**src/ems_pkg.sv**
```systemverilog
/*
  Shared constants for the external memory bus sequencer: register
  indices and byte addresses, field positions, reset values, cycle counts.
  Assumes a 32-bit AXI4-Lite register bus and one system clock domain.
*/
package ems_pkg;
  // Register indices; byte address is four times the index
  localparam logic [7:0] EMS_IDX_CTRL = 8'h8e;
  localparam logic [7:0] EMS_IDX_MODE = 8'h90;
  localparam logic [7:0] EMS_IDX_STAT = 8'h91;
  localparam logic [7:0] EMS_IDX_WIDTH = 8'h92;
  localparam logic [11:0] EMS_ADDR_CTRL = {2'h0, EMS_IDX_CTRL, 2'h0};
  localparam logic [11:0] EMS_ADDR_MODE = {2'h0, EMS_IDX_MODE, 2'h0};
  localparam logic [11:0] EMS_ADDR_STAT = {2'h0, EMS_IDX_STAT, 2'h0};
  localparam logic [11:0] EMS_ADDR_WIDTH = {2'h0, EMS_IDX_WIDTH, 2'h0};
  // Reset values
  localparam logic [7:0] EMS_CTRL_RST = 8'h81;
  localparam logic [7:0] EMS_MODE_RST = 8'h00;
  // Field positions
  localparam int EMS_CTRL_STR_LSB = 0;
  localparam int EMS_CTRL_MULT_BIT = 3;
  localparam int EMS_CTRL_CD_LSB = 6;
  localparam int EMS_MODE_PAGE_BIT = 0;
  localparam int EMS_MODE_SEL_LSB = 1;
  localparam int EMS_MODE_ALEI_BIT = 3;
  // Cycle counts in system clocks; EMS_STR_JUMP in stretch cycles
  localparam logic [5:0] EMS_SC_CLKS = 6'h04;
  localparam logic [5:0] EMS_NP_ALE = 6'h01;
  localparam logic [5:0] EMS_NP_SETUP = 6'h01;
  localparam logic [5:0] EMS_NP_STROBE = 6'h02;
  localparam logic [5:0] EMS_D0_PHASE = 6'h02;
  localparam logic [3:0] EMS_STR_JUMP = 4'h3;
  // Bus responses
  localparam logic [1:0] EMS_RESP_OKAY = 2'h0;
  localparam logic [1:0] EMS_RESP_SLVERR = 2'h2;
  // Request kinds and sequencer states
  typedef enum logic [1:0] {EMS_FETCH, EMS_DREAD, EMS_DWRITE, EMS_RSVD} ems_req_e;
  typedef enum logic {EMS_IDLE, EMS_RUN} ems_state_e;
endpackage
```
**src/ems_bus_seq.sv**
```systemverilog
/*
  External memory bus sequencer with an AXI4-Lite register slave.
  Assumes a core that issues one access at a time on req_valid/req_ready,
  and external memory wired to the latch strobe, strobes and data pins.
*/
`timescale 1ns/10ps
// How it works
// Nonpage external cycle takes four system clocks; internal cycle one.
// Page mode one: hit lasts 1, 2 or 4 clocks, miss 2, 4 or 8.
// Page mode two speeds code fetches; data accesses keep their stretch timing of eight clocks or more.
// Latch strobe stays off for internal fetches unless its option is set.
// External code fetch pulses the latch strobe, except on a page-mode hit.
// Program store strobe only for external fetches, never internal.
// Three-bit stretch field in control register sets data access length.
// Codes 0 to 3 add 0 to 3 stretch cycles; 4 to 7 add 7 to 10.
// Each stretch cycle is four system clocks.
// Stretch zero: data access is two basic cycles, no stretch.
// Settings 1 to 3 lengthen data access by 1 to 3 stretch cycles.
// First stretch adds one clock setup, one clock hold and two clocks strobe.
// Settings 4 to 7 widen latch, setup, hold and strobe by a cycle each.
// Divide-by-one strobe width is 2 to 28 oscillator clocks.
// Strobe width in oscillator clocks scales with the divider mode.
// Stretch field sampled at access start and held for the access.
// Memory latches address on the latch strobe and answers within the strobe.
module ems_bus_seq
  import ems_pkg::*;
#(
  parameter int AXI_ADDR_W = 12
) (
  input wire logic aclk,
  input wire logic aresetn,
  input wire logic [AXI_ADDR_W-1:0] s_axi_awaddr,
  input wire logic [2:0] s_axi_awprot,
  input wire logic s_axi_awvalid,
  output logic s_axi_awready,
  input wire logic [31:0] s_axi_wdata,
  input wire logic [3:0] s_axi_wstrb,
  input wire logic s_axi_wvalid,
  output logic s_axi_wready,
  output logic [1:0] s_axi_bresp,
  output logic s_axi_bvalid,
  input wire logic s_axi_bready,
  input wire logic [AXI_ADDR_W-1:0] s_axi_araddr,
  input wire logic [2:0] s_axi_arprot,
  input wire logic s_axi_arvalid,
  output logic s_axi_arready,
  output logic [31:0] s_axi_rdata,
  output logic [1:0] s_axi_rresp,
  output logic s_axi_rvalid,
  input wire logic s_axi_rready,
  input wire logic req_valid,
  output logic req_ready,
  input wire logic [1:0] req_type,
  input wire logic req_internal,
  input wire logic [15:0] req_addr,
  input wire logic [7:0] req_wdata,
  output logic rsp_done,
  output logic [7:0] rsp_rdata,
  output logic ale,
  output logic program_store_strobe_n,
  output logic rd_n,
  output logic wr_n,
  output logic [15:0] mem_addr,
  output logic [7:0] mem_data_o,
  output logic mem_data_oe,
  input wire logic [7:0] mem_data_i
);
  if (AXI_ADDR_W < 12) begin : g_chk
    $error("AXI_ADDR_W must be at least 12");
  end

  // Register index decode, shared by both bus paths
  function automatic logic [2:0] ems_decode(input logic [11:0] a);
    case (a)
      EMS_ADDR_CTRL: ems_decode = 3'h1;
      EMS_ADDR_MODE: ems_decode = 3'h2;
      EMS_ADDR_STAT: ems_decode = 3'h3;
      EMS_ADDR_WIDTH: ems_decode = 3'h4;
      default: ems_decode = 3'h0;
    endcase
  endfunction

  // Stretch code to stretch machine cycles
  function automatic logic [3:0] ems_cycles(input logic [2:0] code);
    // code to cycles
    ems_cycles = code[2] ? ({1'b0, code} + EMS_STR_JUMP) : {1'b0, code};
  endfunction

  // Data strobe width in system clocks for a cycle count
  function automatic logic [5:0] ems_dstrobe(input logic [3:0] n);
    // first stretch widens strobe from two to four clocks
    if (n == 4'h0) ems_dstrobe = EMS_D0_PHASE;
    else if (n <= EMS_STR_JUMP) ems_dstrobe = 6'(n) * EMS_SC_CLKS;
    // one cycle onto strobe
    else ems_dstrobe = 6'(n - EMS_STR_JUMP) * EMS_SC_CLKS;
  endfunction

  logic [7:0] ctrl, next_ctrl;
  logic [7:0] mode, next_mode;
  logic aw_full, next_aw_full, w_full, next_w_full;
  logic [11:0] aw_addr, next_aw_addr;
  logic [7:0] w_data, next_w_data;
  logic w_lane0, next_w_lane0;
  logic next_bvalid, next_rvalid;
  logic [1:0] next_bresp, next_rresp;
  logic [31:0] next_rdata, width_q;
  logic do_wr;
  logic [2:0] stretch_lat, next_stretch_lat;
  ems_state_e state, next_state;
  logic [5:0] cnt, next_cnt, t_ale, next_t_ale, t_set, next_t_set;
  logic [5:0] t_str, next_t_str, t_tot, next_t_tot;
  logic is_fetch, next_is_fetch, is_rd, next_is_rd, is_wr, next_is_wr;
  logic next_ale, next_program_store_strobe_n, next_rd_n, next_wr_n, next_oe, next_done;
  logic [15:0] next_mem_addr;
  logic [7:0] next_mem_data_o, next_rsp_rdata, page_hi, next_page_hi;
  logic page_ok, next_page_ok;
  logic [1:0] cap, next_cap;
  logic [7:0] din_meta, din_sync;
  logic [5:0] la, ls, lt, lh, pb;
  logic [3:0] sn;
  logic str_on, page_miss;

  // Strobe width in quarter oscillator clocks for the live setting
  always_comb begin
    logic [4:0] sh;
    sh = 5'h0;
    // divider scaling
    case (ctrl[EMS_CTRL_CD_LSB +: 2])
      2'b00: sh = ctrl[EMS_CTRL_MULT_BIT] ? 5'h0 : 5'h1;
      2'b11: sh = 5'hc;
      default: sh = 5'h2;
    endcase
    // width per stretch code
    width_q = 32'(ems_dstrobe(ems_cycles(ctrl[EMS_CTRL_STR_LSB +: 3]))) << sh;
  end

  // AXI4-Lite write and read paths
  assign s_axi_awready = !aw_full && !s_axi_bvalid;
  assign s_axi_wready = !w_full && !s_axi_bvalid;
  assign s_axi_arready = !s_axi_rvalid;
  assign do_wr = aw_full && w_full && !s_axi_bvalid;

  always_comb begin
    next_aw_full = aw_full;
    next_aw_addr = aw_addr;
    next_w_full = w_full;
    next_w_data = w_data;
    next_w_lane0 = w_lane0;
    next_bvalid = s_axi_bvalid && !s_axi_bready;
    next_bresp = s_axi_bresp;
    next_ctrl = ctrl;
    next_mode = mode;
    next_rvalid = s_axi_rvalid && !s_axi_rready;
    next_rdata = s_axi_rdata;
    next_rresp = s_axi_rresp;
    if (s_axi_awvalid && s_axi_awready) begin
      next_aw_full = 1'b1;
      next_aw_addr = s_axi_awaddr[11:0];
    end
    if (s_axi_wvalid && s_axi_wready) begin
      next_w_full = 1'b1;
      next_w_data = s_axi_wdata[7:0];
      next_w_lane0 = s_axi_wstrb[0];
    end
    if (do_wr) begin
      next_aw_full = 1'b0;
      next_w_full = 1'b0;
      next_bvalid = 1'b1;
      next_bresp = EMS_RESP_OKAY;
      case (ems_decode(aw_addr))
        // stretch field rewrite
        3'h1: next_ctrl = w_lane0 ? w_data : ctrl;
        3'h2: next_mode = w_lane0 ? w_data : mode;
        3'h3, 3'h4: next_bresp = EMS_RESP_OKAY;
        default: next_bresp = EMS_RESP_SLVERR;
      endcase
    end
    if (s_axi_arvalid && s_axi_arready) begin
      next_rvalid = 1'b1;
      next_rresp = EMS_RESP_OKAY;
      case (ems_decode(s_axi_araddr[11:0]))
        3'h1: next_rdata = {24'h0, ctrl};
        3'h2: next_rdata = {24'h0, mode};
        3'h3: next_rdata = {25'h0, stretch_lat, page_ok, 2'h0, state == EMS_RUN};
        3'h4: next_rdata = width_q;
        default: begin
          next_rdata = 32'h0;
          next_rresp = EMS_RESP_SLVERR;
        end
      endcase
    end
  end

  always_ff @(posedge aclk) begin
    if (!aresetn) begin
      aw_full <= 1'b0;
      aw_addr <= 12'h0;
      w_full <= 1'b0;
      w_data <= 8'h0;
      w_lane0 <= 1'b0;
      s_axi_bvalid <= 1'b0;
      s_axi_bresp <= EMS_RESP_OKAY;
      ctrl <= EMS_CTRL_RST;
      mode <= EMS_MODE_RST;
      s_axi_rvalid <= 1'b0;
      s_axi_rdata <= 32'h0;
      s_axi_rresp <= EMS_RESP_OKAY;
    end else begin
      aw_full <= next_aw_full;
      aw_addr <= next_aw_addr;
      w_full <= next_w_full;
      w_data <= next_w_data;
      w_lane0 <= next_w_lane0;
      s_axi_bvalid <= next_bvalid;
      s_axi_bresp <= next_bresp;
      ctrl <= next_ctrl;
      mode <= next_mode;
      s_axi_rvalid <= next_rvalid;
      s_axi_rdata <= next_rdata;
      s_axi_rresp <= next_rresp;
    end
  end

  // Data pins pass two flip-flops before use
  always_ff @(posedge aclk) begin
    if (!aresetn) begin
      din_meta <= 8'h0;
      din_sync <= 8'h0;
    end else begin
      din_meta <= mem_data_i;
      din_sync <= din_meta;
    end
  end

  // Phase lengths of the offered access
  always_comb begin
    sn = ems_cycles(ctrl[EMS_CTRL_STR_LSB +: 3]);
    case (mode[EMS_MODE_SEL_LSB +: 2])
      2'b00: pb = 6'h1;
      2'b10: pb = 6'h4;
      default: pb = 6'h2;
    endcase
    page_miss = !page_ok || (page_hi != req_addr[15:8]);
    la = 6'h0;
    ls = 6'h0;
    lt = 6'h0;
    lh = 6'h0;
    if (req_type == EMS_FETCH && req_internal) begin
      // latch strobe on internal fetch
      la = mode[EMS_MODE_ALEI_BIT] ? 6'h1 : 6'h0;
      lh = mode[EMS_MODE_ALEI_BIT] ? 6'h0 : 6'h1;
    end else if (req_type == EMS_FETCH && mode[EMS_MODE_PAGE_BIT]) begin
      // page hit and miss lengths
      la = page_miss ? pb : 6'h0;
      lt = pb;
    end else if (req_type == EMS_FETCH) begin
      // four-clock nonpage fetch
      la = EMS_NP_ALE;
      ls = EMS_NP_SETUP;
      lt = EMS_NP_STROBE;
    end else begin
      // data timing independent of page mode
      // two basic cycles at zero
      la = EMS_D0_PHASE;
      ls = EMS_D0_PHASE;
      lh = EMS_D0_PHASE;
      // one clock setup and hold
      if (sn != 4'h0) begin
        ls = ls + 6'h1;
        lh = lh + 6'h1;
      end
      // widen latch, setup and hold
      if (sn > EMS_STR_JUMP) begin
        la = la + EMS_SC_CLKS;
        ls = ls + EMS_SC_CLKS;
        lh = lh + EMS_SC_CLKS;
      end
      // four clocks per stretch cycle
      lt = ems_dstrobe(sn);
    end
  end

  // Bus sequencer
  assign req_ready = (state == EMS_IDLE);

  always_comb begin
    next_state = state;
    next_cnt = cnt;
    next_t_ale = t_ale;
    next_t_set = t_set;
    next_t_str = t_str;
    next_t_tot = t_tot;
    next_is_fetch = is_fetch;
    next_is_rd = is_rd;
    next_is_wr = is_wr;
    next_stretch_lat = stretch_lat;
    next_mem_addr = mem_addr;
    next_mem_data_o = mem_data_o;
    next_rsp_rdata = rsp_rdata;
    next_page_hi = page_hi;
    next_page_ok = page_ok;
    next_done = 1'b0;
    next_cap = {cap[0], 1'b0};
    if (state == EMS_IDLE && req_valid) begin
      next_state = EMS_RUN;
      next_cnt = 6'h0;
      next_t_ale = la;
      next_t_set = la + ls;
      next_t_str = la + ls + lt;
      next_t_tot = la + ls + lt + lh;
      // strobe only for external fetch
      next_is_fetch = (req_type == EMS_FETCH) && !req_internal;
      next_is_rd = (req_type == EMS_DREAD);
      next_is_wr = (req_type == EMS_DWRITE);
      // stretch held for access
      next_stretch_lat = ctrl[EMS_CTRL_STR_LSB +: 3];
      next_mem_addr = req_addr;
      next_mem_data_o = req_wdata;
      if (req_type == EMS_FETCH && !req_internal) begin
        next_page_hi = req_addr[15:8];
        next_page_ok = 1'b1;
      end else if (req_type != EMS_FETCH) begin
        next_page_ok = 1'b0;
      end
    end else if (state == EMS_RUN) begin
      next_cnt = cnt + 6'h1;
      // mark last strobe clock
      if ((is_rd || is_fetch) && cnt + 6'h1 == t_str) begin
        next_cap[0] = 1'b1;
      end
      if (cnt + 6'h1 == t_tot) begin
        next_state = EMS_IDLE;
        next_done = 1'b1;
      end
    end
    // Pins of the last strobe clock reach the sync stage two clocks later
    if (cap[1]) begin
      next_rsp_rdata = din_sync;
    end
    str_on = (next_state == EMS_RUN) && next_cnt >= next_t_set && next_cnt < next_t_str;
    // latch strobe for the first t_ale clocks of any access
    next_ale = (next_state == EMS_RUN) && next_cnt < next_t_ale;
    next_program_store_strobe_n = !(str_on && next_is_fetch);
    next_rd_n = !(str_on && next_is_rd);
    next_wr_n = !(str_on && next_is_wr);
    next_oe = (next_state == EMS_RUN) && next_is_wr;
  end

  always_ff @(posedge aclk) begin
    if (!aresetn) begin
      state <= EMS_IDLE;
      cnt <= 6'h0;
      t_ale <= 6'h0;
      t_set <= 6'h0;
      t_str <= 6'h0;
      t_tot <= 6'h0;
      is_fetch <= 1'b0;
      is_rd <= 1'b0;
      is_wr <= 1'b0;
      stretch_lat <= 3'h0;
      mem_addr <= 16'h0;
      mem_data_o <= 8'h0;
      rsp_rdata <= 8'h0;
      page_hi <= 8'h0;
      page_ok <= 1'b0;
      cap <= 2'h0;
      rsp_done <= 1'b0;
      ale <= 1'b0;
      program_store_strobe_n <= 1'b1;
      rd_n <= 1'b1;
      wr_n <= 1'b1;
      mem_data_oe <= 1'b0;
    end else begin
      state <= next_state;
      cnt <= next_cnt;
      t_ale <= next_t_ale;
      t_set <= next_t_set;
      t_str <= next_t_str;
      t_tot <= next_t_tot;
      is_fetch <= next_is_fetch;
      is_rd <= next_is_rd;
      is_wr <= next_is_wr;
      stretch_lat <= next_stretch_lat;
      mem_addr <= next_mem_addr;
      mem_data_o <= next_mem_data_o;
      rsp_rdata <= next_rsp_rdata;
      page_hi <= next_page_hi;
      page_ok <= next_page_ok;
      cap <= next_cap;
      rsp_done <= next_done;
      ale <= next_ale;
      program_store_strobe_n <= next_program_store_strobe_n;
      rd_n <= next_rd_n;
      wr_n <= next_wr_n;
      mem_data_oe <= next_oe;
    end
  end
endmodule // ems_bus_seq

```
**config.mk**
```make
export PLATFORM = sky130hd
export DESIGN_NAME = ems_bus_seq
export DESIGN_NICKNAME = d
export VERILOG_FILES = /design/src/ems_pkg.sv /design/src/ems_bus_seq.sv
export SDC_FILE = /design/constraint.sdc
export NUM_CORES = 1
export LEC_CHECK = 0
export BUFFER_PORTS_ARGS = -buffer_cell sky130_fd_sc_hd__buf_2
export CORE_ASPECT_RATIO = 1.2
export CORE_MARGIN = 4
export CORE_UTILIZATION = 50
export CTS_BUF_LIST = sky130_fd_sc_hd__clkbuf_4
export DETAILED_ROUTE_END_ITERATION = 10
export PLACE_DENSITY = 0.84
export SYNTH_ARGS = -nofsm -noshare
export SYNTH_HDL_FRONTEND = slang
export SYNTH_SLANG_ARGS = --single-unit
```
**constraint.sdc**
```tcl
create_clock -name aclk -period 5.51 [get_ports aclk]
set_input_delay 0.551 -clock aclk [delete_from_list [all_inputs] [get_ports aclk]]
set_output_delay 0.551 -clock aclk [all_outputs]
set_load 0.03 [all_outputs]
```
Word level (Yosys, flattened, before mapping):

Index checks and enable logic that the tools add are counted.

* shift operators: 1
* $lt $le $gt $ge: 5
* eq/ne operators: 23
* reductions and logical operators: 49
* multiplexer cells: 51
* add/sub/neg operators: 7
* bitwise operators: 2

Operators with widths (number)
* 6-bit 2-to-1 mux: 23
* 32-bit case mux with 4 select lines: 1
* 12-bit by 10-bit equality test with 1-bit output, second input constant: 8
* 6-bit by 5-bit left shift with 32-bit output: 1
* 3-bit case mux with 4 select lines: 2
* 1-bit logical AND: 21
* 6-bit adder: 3
* 1-bit 2-to-1 mux: 16
* 3-bit by 2-bit equality test with 1-bit output, second input constant: 4
* 6-bit equality test: 2
* 6-bit less-than comparator: 2
* 3-bit 2-to-1 mux: 4
* 1-bit zero test: 11
* 8-bit inequality test: 1
* 4-bit case mux with 2 select lines: 1
* 4-bit OR reduction: 2
* 6-bit by 1-bit adder with 6-bit output, second input constant: 1
* 6-bit by 3-bit adder with 6-bit output, second input constant: 1
* 2-bit equality test, second input constant: 3
* 3-bit by 1-bit equality test with 1-bit output, second input constant: 2
* 3-bit equality test, second input constant: 2
* 6-bit greater-or-equal comparator: 1
* 2-bit zero test: 3
* 3-bit case mux with 2 select lines: 1
* other kinds (16): 22

* logic and storage cells: 175
* bits of input ports: 109
* register bits after elaboration: 179

Depth between registers and ports, before layout:

Gate-level depths: netlist (run 1).

* depth after elaboration: 19
* gate-level depth with buffers: 23
* gate-level depth less buffers: 22

Least setup slack after synthesis (run 1):

Ideal clock, no wire load.

* path kind: register to register
* start: reg ctrl[0]
* end: reg program_store_strobe_n
* buffers on the path: 1
* slack: 864 ps
* required time: 5380 ps
* setup time: 130 ps
* data arrival time: 4516 ps
* cell stages (with the launch flop): 24
* cells stage by stage: dfxtp_1 clkbuf_1 inv_1 ha_1 nand2_1 nand2_1 ha_1 and3_1 nor2_1 ha_1 inv_1 fa_1 inv_1 ha_1 a211oi_1 nor3b_1 o211ai_1 mux2i_1 o21a_1 ha_1 o2111ai_1 a21oi_1 nor4bb_1 nand2_1

* cells in the longest elaborated chain, start to end: 19

RTL lines
* start, declared: RTL line ems_bus_seq.sv:98 `logic [7:0] ctrl, next_ctrl;`
* start signal, assigned: RTL line ems_bus_seq.sv:216 `ctrl <= next_ctrl;`
* 3-bit by 2-bit adder with 4-bit output: RTL line ems_bus_seq.sv:86 `ems_cycles = code[2] ? ({1'b0, code} + EMS_STR_JUMP) : {1'b0, code};`
* 4-bit 2-to-1 mux *: RTL line ems_bus_seq.sv:86
* 4-bit nonzero test: RTL line ems_bus_seq.sv:268 `if (sn != 4'h0) begin`
* 1-bit 2-to-1 mux: RTL line ems_bus_seq.sv:268
* 6-bit 2-to-1 mux: RTL line ems_bus_seq.sv:256 `end else if (req_type == EMS_FETCH) begin`
* 6-bit 2-to-1 mux: RTL line ems_bus_seq.sv:252 `end else if (req_type == EMS_FETCH && mode[EMS_MODE_PAGE_BIT]) begin`
* 6-bit 2-to-1 mux: RTL line ems_bus_seq.sv:248 `if (req_type == EMS_FETCH && req_internal) begin`
* 6-bit by 3-bit adder with 6-bit output: RTL line ems_bus_seq.sv:275 `ls = ls + EMS_SC_CLKS;`
* (+3 left out)
* 6-bit 2-to-1 mux: RTL line ems_bus_seq.sv:248
* 6-bit adder: RTL line ems_bus_seq.sv:308, ems_bus_seq.sv:309
* 6-bit adder / 6-bit 2-to-1 mux (equally long branches): RTL line ems_bus_seq.sv:309, ems_bus_seq.sv:304
* 6-bit 2-to-1 mux / 6-bit greater-or-equal comparator (equally long branches): RTL line ems_bus_seq.sv:304, ems_bus_seq.sv:340
* 6-bit less-than comparator / 1-bit logical AND (equally long branches): RTL line ems_bus_seq.sv:340 `str_on = (next_state == EMS_RUN) && next_cnt >= next_t_set && next_cnt < next_t_str;`
* 1-bit logical AND *: RTL line ems_bus_seq.sv:340
* 1-bit logical AND *: RTL line ems_bus_seq.sv:343 `next_program_store_strobe_n = !(str_on && next_is_fetch);`
* 1-bit zero test *: RTL line ems_bus_seq.sv:343
* end signal, assigned: RTL line ems_bus_seq.sv:392 `program_store_strobe_n <= next_program_store_strobe_n;`
* end, declared: RTL line ems_bus_seq.sv:60 `output logic program_store_strobe_n,`

Every way passes the cells marked *; elsewhere a longest branch is shown, timed or not. The select of a mux whose other input is x is not followed.
A chain may end at the register's enable or synchronous reset.

Worst setup path in the final report (run 1):

* start: reg ctrl[1]
* end: reg program_store_strobe_n

The elaborated chain is that of the path after synthesis.

==> flow_metrics.tcl, run 1 <==
set metrics [dict create \
    dp_cells 1181 \
    yosys-mux-area-fraction_pct 4.41 \
    synth_cell_types 67 \
    track_usage_pct 20.3 \
    fin_setup_tns_ns 0 \
    synth.cell_area_mm2 0.00750 \
    ant_nets 0 \
    synth_xor_xnor_area_share_pct 3.82 \
    drtIter0Drc 397 \
    design.die.area_mm2 0.0170 \
    core_area_mm2 0.0145 \
    drv_cap 0 \
    finalHoldViolCount 0 \
    cts_buffer_depth 2 \
    areaGrowthSynthToFinish_pct 14.5 \
    synthArstFlopShare_pct 0 \
    postLayoutCoreUtil_pct 59.0 \
    min_period_over_period_pct 91.5 \
    fp.dieW_um 120 \
    place_hpwl_mm 12.6 \
    synth-simple-area-share_pct 22.0 \
    end_kind "flop" \
    hp-class "input pin to flop" \
    grt_pass1_vias 6124 \
    ys.flop_type "dfxtp_1" \
    startpoint_type "flop" \
    syn_avg_cell_area_um2 8.56 \
    grt_max_degree 70 \
    synthAdderAreaFrac_pct 6.14 \
    leakage_nw 3.72 \
    cts.sinks 166 \
    synth-seq-cells 166 \
    start_util_pct 51.6 \
    io_pins 189 \
    fin_skew_ns 0.0213 \
    path_max_fanout 9 \
    cts_resized 0 \
    drive_gt1_share_pct 19.7 \
    period_needed_ns 5.04 \
    grt_pass1_wl_mm 28.5 \
    clkLatencyLatePin_ns 0.56 \
    cts_root_buf "clkbuf_4" \
    cts_tree "done" \
    synth_edf_count 0 \
    drtPass1Iterations 5 \
    final_cell_count_no_fill 1217 \
    via_count 6349 \
    fillers 1352 \
    post-route-drc-count 0 \
    status "complete, no violations" \
    routed_wl_mm 17.2 \
    antenna_found_initial 1 \
    post_cts_buffers 0 \
    rsz0062_at_grt "false" \
    ys_seq_area_share_pct 44.3 \
    path_class "flop to flop" \
    cts_buffers 17 \
    synth_top_family_by_area "simple AND/OR/NAND/NOR gates" \
    gr-total-overflow 0 \
    die_h_um 142 \
    ctsHoldBuffers 0 \
    slew_headroom_pct 35.2 \
    max_freq_mhz 198 \
    clk_pin_slew_ns 0.15 \
    final_max_slew_viol_count 0 \
    setup_viol 0 \
    pwr_density_cell_mw_per_mm2 269 \
    io_buffers 142 \
    irDropWorstVdd_mv 0.179 \
    rows 48 \
    wl_per_cell_um 14.1 \
    netlist_instances 876 \
    power_mw 2.31 \
    cp.arrival_ns 5.50 \
    synth_compound_area_share_pct 14.6 \
    fin_nets 1144 \
    viasPerCell 5.22 \
    crit_required_ns 5.97 \
    gp_congestion 0.891 \
    worst_pin_slew_ns 0.971 \
    yosys_warnings 0 \
    cts_max_level 4 \
]
[layer usage]
metal,routed length (um),share of wire [%],up-vias,track usage (%)
met5,0,0,-,0
met4,431,2.5,0,8.44
met3,1000,5.9,34,5.21
met2,8680,51,197,35.7
met1,7040,41,2913,23.6
li1,-,-,3205,-
[critical path: stages (launching register included)]
cell	delay (ns)
dfxtp_1	0.54
inv_1	0.11
ha_1	0.31
nand2_1	0.09
nand2_1	0.08
ha_1	0.25
and3_1	0.19
nor2_1	0.12
ha_1	0.18
inv_1	0.06
fa_1	0.37
xnor2_1	0.24
ha_1	0.31
nor2b_1	0.14
o21a_1	0.18
a311o_1	0.34
and2_1	0.17
mux2i_1	0.22
ha_1	0.29
a21o_1	0.16
a21oi_1	0.14
nor4bb_1	0.23
buf_4	0.17
nand2_1	0.05
[final cells by class]
cell class,instances,area [um2],area share [%]
Sequential cell,166,3320,38.7
Clock buffer,17,128,1.49
Timing Repair Buffer,148,756,8.81
Inverter,21,80.1,0.933
Tap cell,200,250,2.92
Multi-Input combinational cell,646,3880,45.2
Antenna cell,4,10.0,0.117
Clock inverter,15,158,1.84
[per-stage QoR]
stage,cell area (um2),setup slack [ns],hold slack (ns)
global placement,8290,0.434,0.414
CTS,8570,0.476,0.0974
detailed placement,8290,0.363,0.419
finish,8580,0.470,0.153
global route,8580,0.0744,0.0834
floorplan,7540,0.864,0.412
[power by group]
part / switching [mW] / internal, mW / total [mW] / leakage (nW)
registers: 0.0293 / 1.25 / 1.28 / 1.35
clock network: 0.470 / 0.244 / 0.714 / 0.151
logic: 0.203 / 0.116 / 0.319 / 2.22
[synthesized netlist by cell type, types with 2 or more instances]
| cell | n | area (um2) |
|---|---|---|
| a32o_1 | 2 | 20.0 |
| xor2_1 | 7 | 61.3 |
| nand2b_1 | 7 | 43.8 |
| nand3b_1 | 2 | 15.0 |
| nor3b_1 | 3 | 22.5 |
| o311a_1 | 2 | 20.0 |
| nor3_1 | 12 | 60.1 |
| dfxtp_1 | 166 | 3320 |
| mux2i_1 | 33 | 330 |
| o2111ai_1 | 3 | 26.3 |
| nor4bb_1 | 2 | 20.0 |
| a221oi_1 | 3 | 26.3 |
| inv_1 | 20 | 75.1 |
| o21a_1 | 3 | 22.5 |
| or3_4 | 2 | 22.5 |
| a32oi_1 | 4 | 35.0 |
| a22o_1 | 2 | 17.5 |
| nor2b_1 | 5 | 31.3 |
| clkbuf_1 | 37 | 139 |
| nand2_1 | 170 | 638 |
| buf_4 | 15 | 113 |
| nor4b_1 | 2 | 17.5 |
| and2_1 | 29 | 181 |
| or2_2 | 3 | 18.8 |
| o21ba_2 | 2 | 20.0 |
| nor3_2 | 2 | 20.0 |
| a211oi_1 | 5 | 37.5 |
| fa_1 | 3 | 60.1 |
| a21o_1 | 9 | 67.6 |
| nand3_1 | 16 | 80.1 |
| ha_1 | 32 | 400 |
| o211ai_1 | 2 | 15.0 |
| and3_1 | 8 | 50.1 |
| or4_1 | 2 | 15.0 |
| a22oi_1 | 6 | 45.0 |
| nand4_1 | 3 | 18.8 |
| a21oi_1 | 90 | 450 |
| nor2_1 | 87 | 327 |
| xnor2_1 | 23 | 201 |
| o21ai_0 | 25 | 125 |
[final timing paths]
check,start,endpoint,slack [ns],cells past startpoint
worst max register to register,ctrl[1],program_store_strobe_n,0.47,23
worst max-delay path,ctrl[1],program_store_strobe_n,0.47,23
worst min register to register,din_meta[5],din_sync[5],0.45,1
worst min-delay path,s_axi_rready,s_axi_rvalid,0.15,2
[sequential cells by signal (all words and copies together) (netlist names), 8 cells and up]
register and count:
din_sync 8, page_hi 8, rsp_rdata 8, ctrl 8, mem_data_o 8, aw_addr 12
mem_addr 16, mode 8, s_axi_rdata 21, w_data 8, din_meta 8
[cell families after synthesis]
kind of cell | Yosys count
AO/OA/AOI/OAI | 173
adder cells (fa/ha/maj) | 35
XOR/XNOR | 31
multiplexers | 33
AND/OR/NAND/NOR | 361
buffers and inverters | 76
other | 1
flip-flops | 166
[cells in the final DEF, fill, tap and decap left out, types with 7 or more instances in the layout]
cell type,instances
inv_6,7
ha_1,32
a21oi_1,90
a21o_1,9
mux2i_1,33
and3_1,8
inv_1,19
xor2_1,7
nand3_1,16
conb_1,13
nor3_1,12
clkbuf_4,17
xnor2_1,23
o21ai_0,25
dfxtp_1,166
nor2_1,87
nand2b_1,7
buf_2,142
and2_1,29
nand2_1,170
Note: power is estimated with default switching activity, not from simulation.
==> inputs of run 2 (changes only) <==
ABC_AREA = 1   (was unset)
PLACE_DENSITY = 0.83   (was 0.84)
==> run 2 against run 1 <==
Net effect: routed wire length fell by 0.36%; worst setup slack improved by 0.26 ns; largest cell class unchanged; sequential share of layout area fell by 1.0 points; clock skew fell by 0.0058 ns; synthesized cell count rose by 18%; non-clock buffer count fell by 4.
==> flow_metrics.tcl, run 2 <==
set metrics [dict create \
    status "complete, no violations" \
    yosys-top-cells-area "dfxtp_1 43%, nand2_1 8.4%, nor2_1 7.5%" \
    max_freq_mhz 209 \
    crit_path_frequent_cell "nand2_1" \
    synth-seq-cells 166 \
    rows 49 \
    cp.arrival_ns 5.24 \
    cts_root_buf "clkbuf_4" \
    synth_top_area_share_pct 42.8 \
    via_count 6795 \
    drv_cap 0 \
    final_max_slew_viol_count 0 \
    synthTopCellsByCount "174 x nand2_1, 166 x dfxtp_1, 154 x nor2_1" \
    hp-class "input pin to flop" \
    crit_required_ns 5.97 \
    yosys_warnings 0 \
    syn_avg_cell_area_um2 7.49 \
    cts_buffer_depth 2 \
    finalHoldViolCount 0 \
    period_needed_ns 4.78 \
    path_class "flop to flop" \
    clkLatencyLatePin_ns 0.58 \
    synth_cell_types 50 \
    cpPeakStageDelay_ns 0.49 \
    grt_max_degree 106 \
    fin_nets 1306 \
    grt_pass1_vias 6190 \
    holdWs_ns 0.163 \
    design.die.area_mm2 0.0176 \
    clk_pin_slew_ns 0.14 \
    largest_register "s_axi_rdata" \
    drtIter0Drc 413 \
    drtPass1Iterations 7 \
    netlist_instances 1036 \
    largest_reg_flops 21 \
    cts_max_level 4 \
    gp_congestion 0.877 \
    reg_top3 "s_axi_rdata (21), mem_addr (16), aw_addr (12)" \
    drive_gt1_share_pct 20.7 \
    cts_resized 0 \
    routed_wl_mm 17.1 \
    irDropWorstVdd_mv 0.194 \
    ys.flop_type "dfxtp_1" \
    fillers 1450 \
    min_period_over_period_pct 86.7 \
    rsz0062_at_grt "false" \
    io_pins 189 \
    fin_skew_ns 0.0155 \
    regArea_mm2 0.00332 \
    final_cell_mix "174 x nand2_1, 166 x dfxtp_1, 154 x nor2_1" \
    io_buffers 142 \
    slew_headroom_pct 34.7 \
    cts_tree "done" \
    die_h_um 144 \
    reg2reg_from "ctrl[0]" \
    post-route-drc-count 0 \
    worst_pin_slew_ns 0.979 \
    setup_viol 0 \
    viasPerCell 4.92 \
    track_usage_pct 19.7 \
    grt_pass1_wl_mm 28.3 \
    startpoint_type "flop" \
    pwr_density_cell_mw_per_mm2 268 \
    final_common_cell "nand2_1" \
    cts_buffers 17 \
    antenna_found_initial 1 \
    synth.cell_area_mm2 0.00776 \
    synthArstFlopShare_pct 0 \
    core_area_mm2 0.0151 \
    start_util_pct 51.4 \
    leakage_nw 4.21 \
    fp.dieW_um 122 \
    wl_per_cell_um 12.4 \
    startpoint "ctrl[0]" \
    synth_edf_count 0 \
    fin_setup_tns_ns 0 \
    postLayoutCoreUtil_pct 58.4 \
    ant_nets 0 \
    multi_input_area_mm2 0.00373 \
    ctsHoldBuffers 0 \
    ys_seq_area_share_pct 42.8 \
    gr-total-overflow 0 \
    synth_top_cell_by_area "dfxtp_1" \
    crit_slowest_cell "dfxtp_1" \
    place_hpwl_mm 12.7 \
    path_max_fanout 7 \
    post_cts_buffers 0 \
    hold_start "mem_data_i[7]" \
    end_kind "flop" \
    yosysMostFrequentCell "nand2_1" \
    cts.sinks 166 \
    areaGrowthSynthToFinish_pct 13.5 \
]
==> run 2: layout make-up <==
class,count,area share (%)
clock buffers,17,1.45
well taps,204,2.90
clock inverters,14,1.70
repair buffers,144,8.24
flip-flops and latches,166,37.7
diodes,2,0.0568
inverters,130,5.54
multi-input cells,703,42.4
==> run 2: routing by layer <==
metal  vias to the layer above  share of wire (%)  track usage [%]
li1                       3562                  -                -
met1                      3026                 44             25.4
met2                       177                 48             32.5
met3                        30                6.1             4.69
met4                         0                2.0             7.02
met5                         -                  0                0
==> run 2: report_power, final <==
group | switching [mW] | total, mW | internal [mW]
Combinational | 0.243 | 0.362 | 0.120
Clock | 0.434 | 0.706 | 0.271
Sequential | 0.0293 | 1.29 | 1.26
==> run 2: worst paths after layout <==
check	endpoint	slack (ns)	cells past startpoint
max	program_store_strobe_n	0.73	28
min	din_meta[7]	0.16	3
max reg2reg	program_store_strobe_n	0.73	28
min reg2reg	din_sync[1]	0.42	2
==> run 2: logic make-up (layout without fill, tap and decap cells) <==
family          count (synthesis)  after routing  synth area share (%)
other cells                     1             15                0.0483
compound gates                212            212                  15.1
simple gates                  424            424                  24.2
flops                         166            166                  42.8
fa+ha+maj                      35             35                  5.93
buf+inv                       179            305                  9.64
xor+xnor                       17             17                  2.02
mux                             2              2                 0.258
==> run 2: critical path: cells and delay by family (launching register included) <==
family,cells,cell delay (ns)
xor+xnor,1,0.23
fa+ha+maj,6,1.71
buf+inv,4,0.35
flops,1,0.49
compound gates,7,1.05
simple gates,10,0.82
==> run 2: through the flow <==
stage / std cells / power, mW / setup WS, ns / instance area [um2]
2_1_floorplan: 1048 / 1.59 / 1.42 / 7800
3_3_place_gp: 1347 / 1.67 / 0.866 / 8520
3_5_place_dp: 1347 / 1.68 / 0.748 / 8520
4_1_cts: 1378 / 2.38 / 0.727 / 8800
5_1_grt: 1379 / 2.48 / 0.240 / 8800
6_report: 1380 / 2.36 / 0.732 / 8810
==> inputs of run 3 (changes only) <==
RECOVER_POWER = 25   (was unset)
==> run 3 against run 2 <==
Net effect: power barely moved; non-clock buffer count did not move; worst hold slack got worse by 0.00082 ns; sequential share of layout area rose by 0.075 points; the flow now finishes with violations (max-capacitance violations, max-slew violations); clock power barely moved; utilization fell by 0.12 points; clock skew barely moved; design area fell by 0.20%; global-route usage did not move; register-to-register slack barely moved; count of clock-buffer cells in the layout did not move.
==> flow_metrics.tcl, run 3 (synthesized netlist as in run 2, its figures left out) <==
set metrics [dict create \
    r2r_slack_ns 0.72 \
    holdWs_ns 0.162 \
    ctsHoldBuffers 0 \
    fin_skew_ns 0.0152 \
    slew_headroom_pct -159 \
    cpPeakStageDelay_ns 0.49 \
    antenna_found_initial 1 \
    final_cell_count_no_fill 1380 \
    gr-total-overflow 0 \
    postLayoutCoreUtil_pct 58.3 \
    final_max_slew_viol_count 106 \
    reg_top3 "s_axi_rdata (21), mem_addr (16), aw_addr (12)" \
    comb_power_share_pct 15.4 \
    path_class "flop to flop" \
    grt_max_degree 106 \
    cts_buffer_depth 2 \
    irDropWorstVdd_mv 0.194 \
    crit_path_frequent_cell "nand2_1" \
    cts_resized 0 \
    status "finished, violations left" \
    post_cts_buffers 0 \
    setup_viol 0 \
    dp_cells 1347 \
    drive_gt1_share_pct 19.7 \
    finalHoldViolCount 0 \
    post-route-drc-count 0 \
    clk_pin_slew_ns 0.14 \
    cts.sinks 166 \
    startpoint_type "flop" \
    final_cell_mix "174 x nand2_1, 166 x dfxtp_1, 154 x nor2_1" \
    drtIter0Drc 414 \
    place_hpwl_mm 12.7 \
    routed_wl_mm 17.1 \
    drtPass1Iterations 7 \
    io_buffers 142 \
    grt_pass1_wl_mm 28.3 \
    max_freq_mhz 209 \
    hp-class "input pin to flop" \
    via_count 6797 \
    fin_setup_tns_ns 0 \
    largest_register "s_axi_rdata" \
    cts_max_level 4 \
    crit_required_ns 5.97 \
    final_common_cell "nand2_1" \
    gp_congestion 0.877 \
    cts_tree "done" \
    pwr_density_cell_mw_per_mm2 268 \
    areaGrowthSynthToFinish_pct 13.3 \
    clkLatencyLatePin_ns 0.58 \
    drv_cap 1 \
    cts_buffers 17 \
    viasPerCell 4.93 \
    wl_per_cell_um 12.4 \
    power.share.switching_pct 30.0 \
    fillers 1459 \
    worst_pin_slew_ns 3.89 \
    fp.dieW_um 122 \
    leakage_nw 4.16 \
    min_period_over_period_pct 87.0 \
    power_mw 2.36 \
    track_usage_pct 19.7 \
    grt_pass1_vias 6190 \
    largest_reg_flops 21 \
    net-switching-power_mw 0.707 \
    crit_buf_inv 4 \
    io_pins 189 \
    internal-power_mw 1.65 \
    end_kind "flop" \
    ant_nets 0 \
    rows 49 \
    violations "max-capacitance violations, max-slew violations" \
    crit_family "adder cells" \
    path_max_fanout 7 \
    design.die.area_mm2 0.0176 \
    power_frac_seq_pct 54.7 \
    rsz0062_at_grt "false" \
    clkPwrFrac_pct 29.9 \
    cts_root_buf "clkbuf_4" \
    core_area_mm2 0.0151 \
    fin_nets 1306 \
    start_util_pct 51.4 \
    die_h_um 144 \
    cp.arrival_ns 5.25 \
    period_needed_ns 4.79 \
    crit_slowest_cell "dfxtp_1" \
]
-- run 3: worst register-to-register path: cells and delay by family (launching register included) --
family | cells | cell delay [ns]
flops | 1 | 0.49
compound gates | 7 | 1.06
simple gates | 10 | 0.84
buf+inv | 4 | 0.35
fa+ha+maj | 6 | 1.72
xor+xnor | 1 | 0.24
-- run 3: metrics by stage --
step	instance area (um2)	setup WS, ns
floorplan	7800	1.42
global placement	8520	0.866
detailed placement	8520	0.748
CTS	8800	0.727
global route	8790	0.240
finish	8790	0.718
-- run 3: power groups by stage --
stage | clock (mW) | combinational [mW] | sequential [mW]
2_1_floorplan | 0 | 0.236 | 1.35
3_3_place_gp | 0 | 0.356 | 1.31
3_5_place_dp | 0 | 0.365 | 1.32
4_1_cts | 0.724 | 0.366 | 1.29
5_1_grt | 0.770 | 0.415 | 1.30
6_report | 0.706 | 0.364 | 1.29
-- run 3: path summary, 6_finish.rpt --
kind,depth (start not counted),start,endpoint
worst max-delay path,28,ctrl[0],program_store_strobe_n
worst max register to register,28,ctrl[0],program_store_strobe_n
worst min-delay path,3,mem_data_i[7],din_meta[7]
worst min register to register,2,din_meta[1],din_sync[1]
-- run 3: area by class of cell --
type / instances / area (um2) / area share, %
inverter: 130 / 488 / 5.55
clock buffer: 17 / 128 / 1.45
antenna: 2 / 5.00 / 0.0569
tap: 204 / 255 / 2.90
clock inverter: 14 / 150 / 1.71
sequential: 166 / 3320 / 37.8
multi-input combinational: 703 / 3730 / 42.5
timing repair buffer: 144 / 708 / 8.06
-- run 3: per-layer routing --
| layer | wire [um] | up-vias | track usage (%) | share of wire, % |
|---|---|---|---|---|
| met5 | 0 | - | 0 | 0 |
| met4 | 349 | 0 | 7.02 | 2.0 |
| met3 | 1020 | 33 | 4.69 | 5.9 |
| met2 | 8130 | 174 | 32.5 | 47 |
| met1 | 7630 | 3027 | 25.4 | 45 |
| li1 | - | 3563 | - | - |
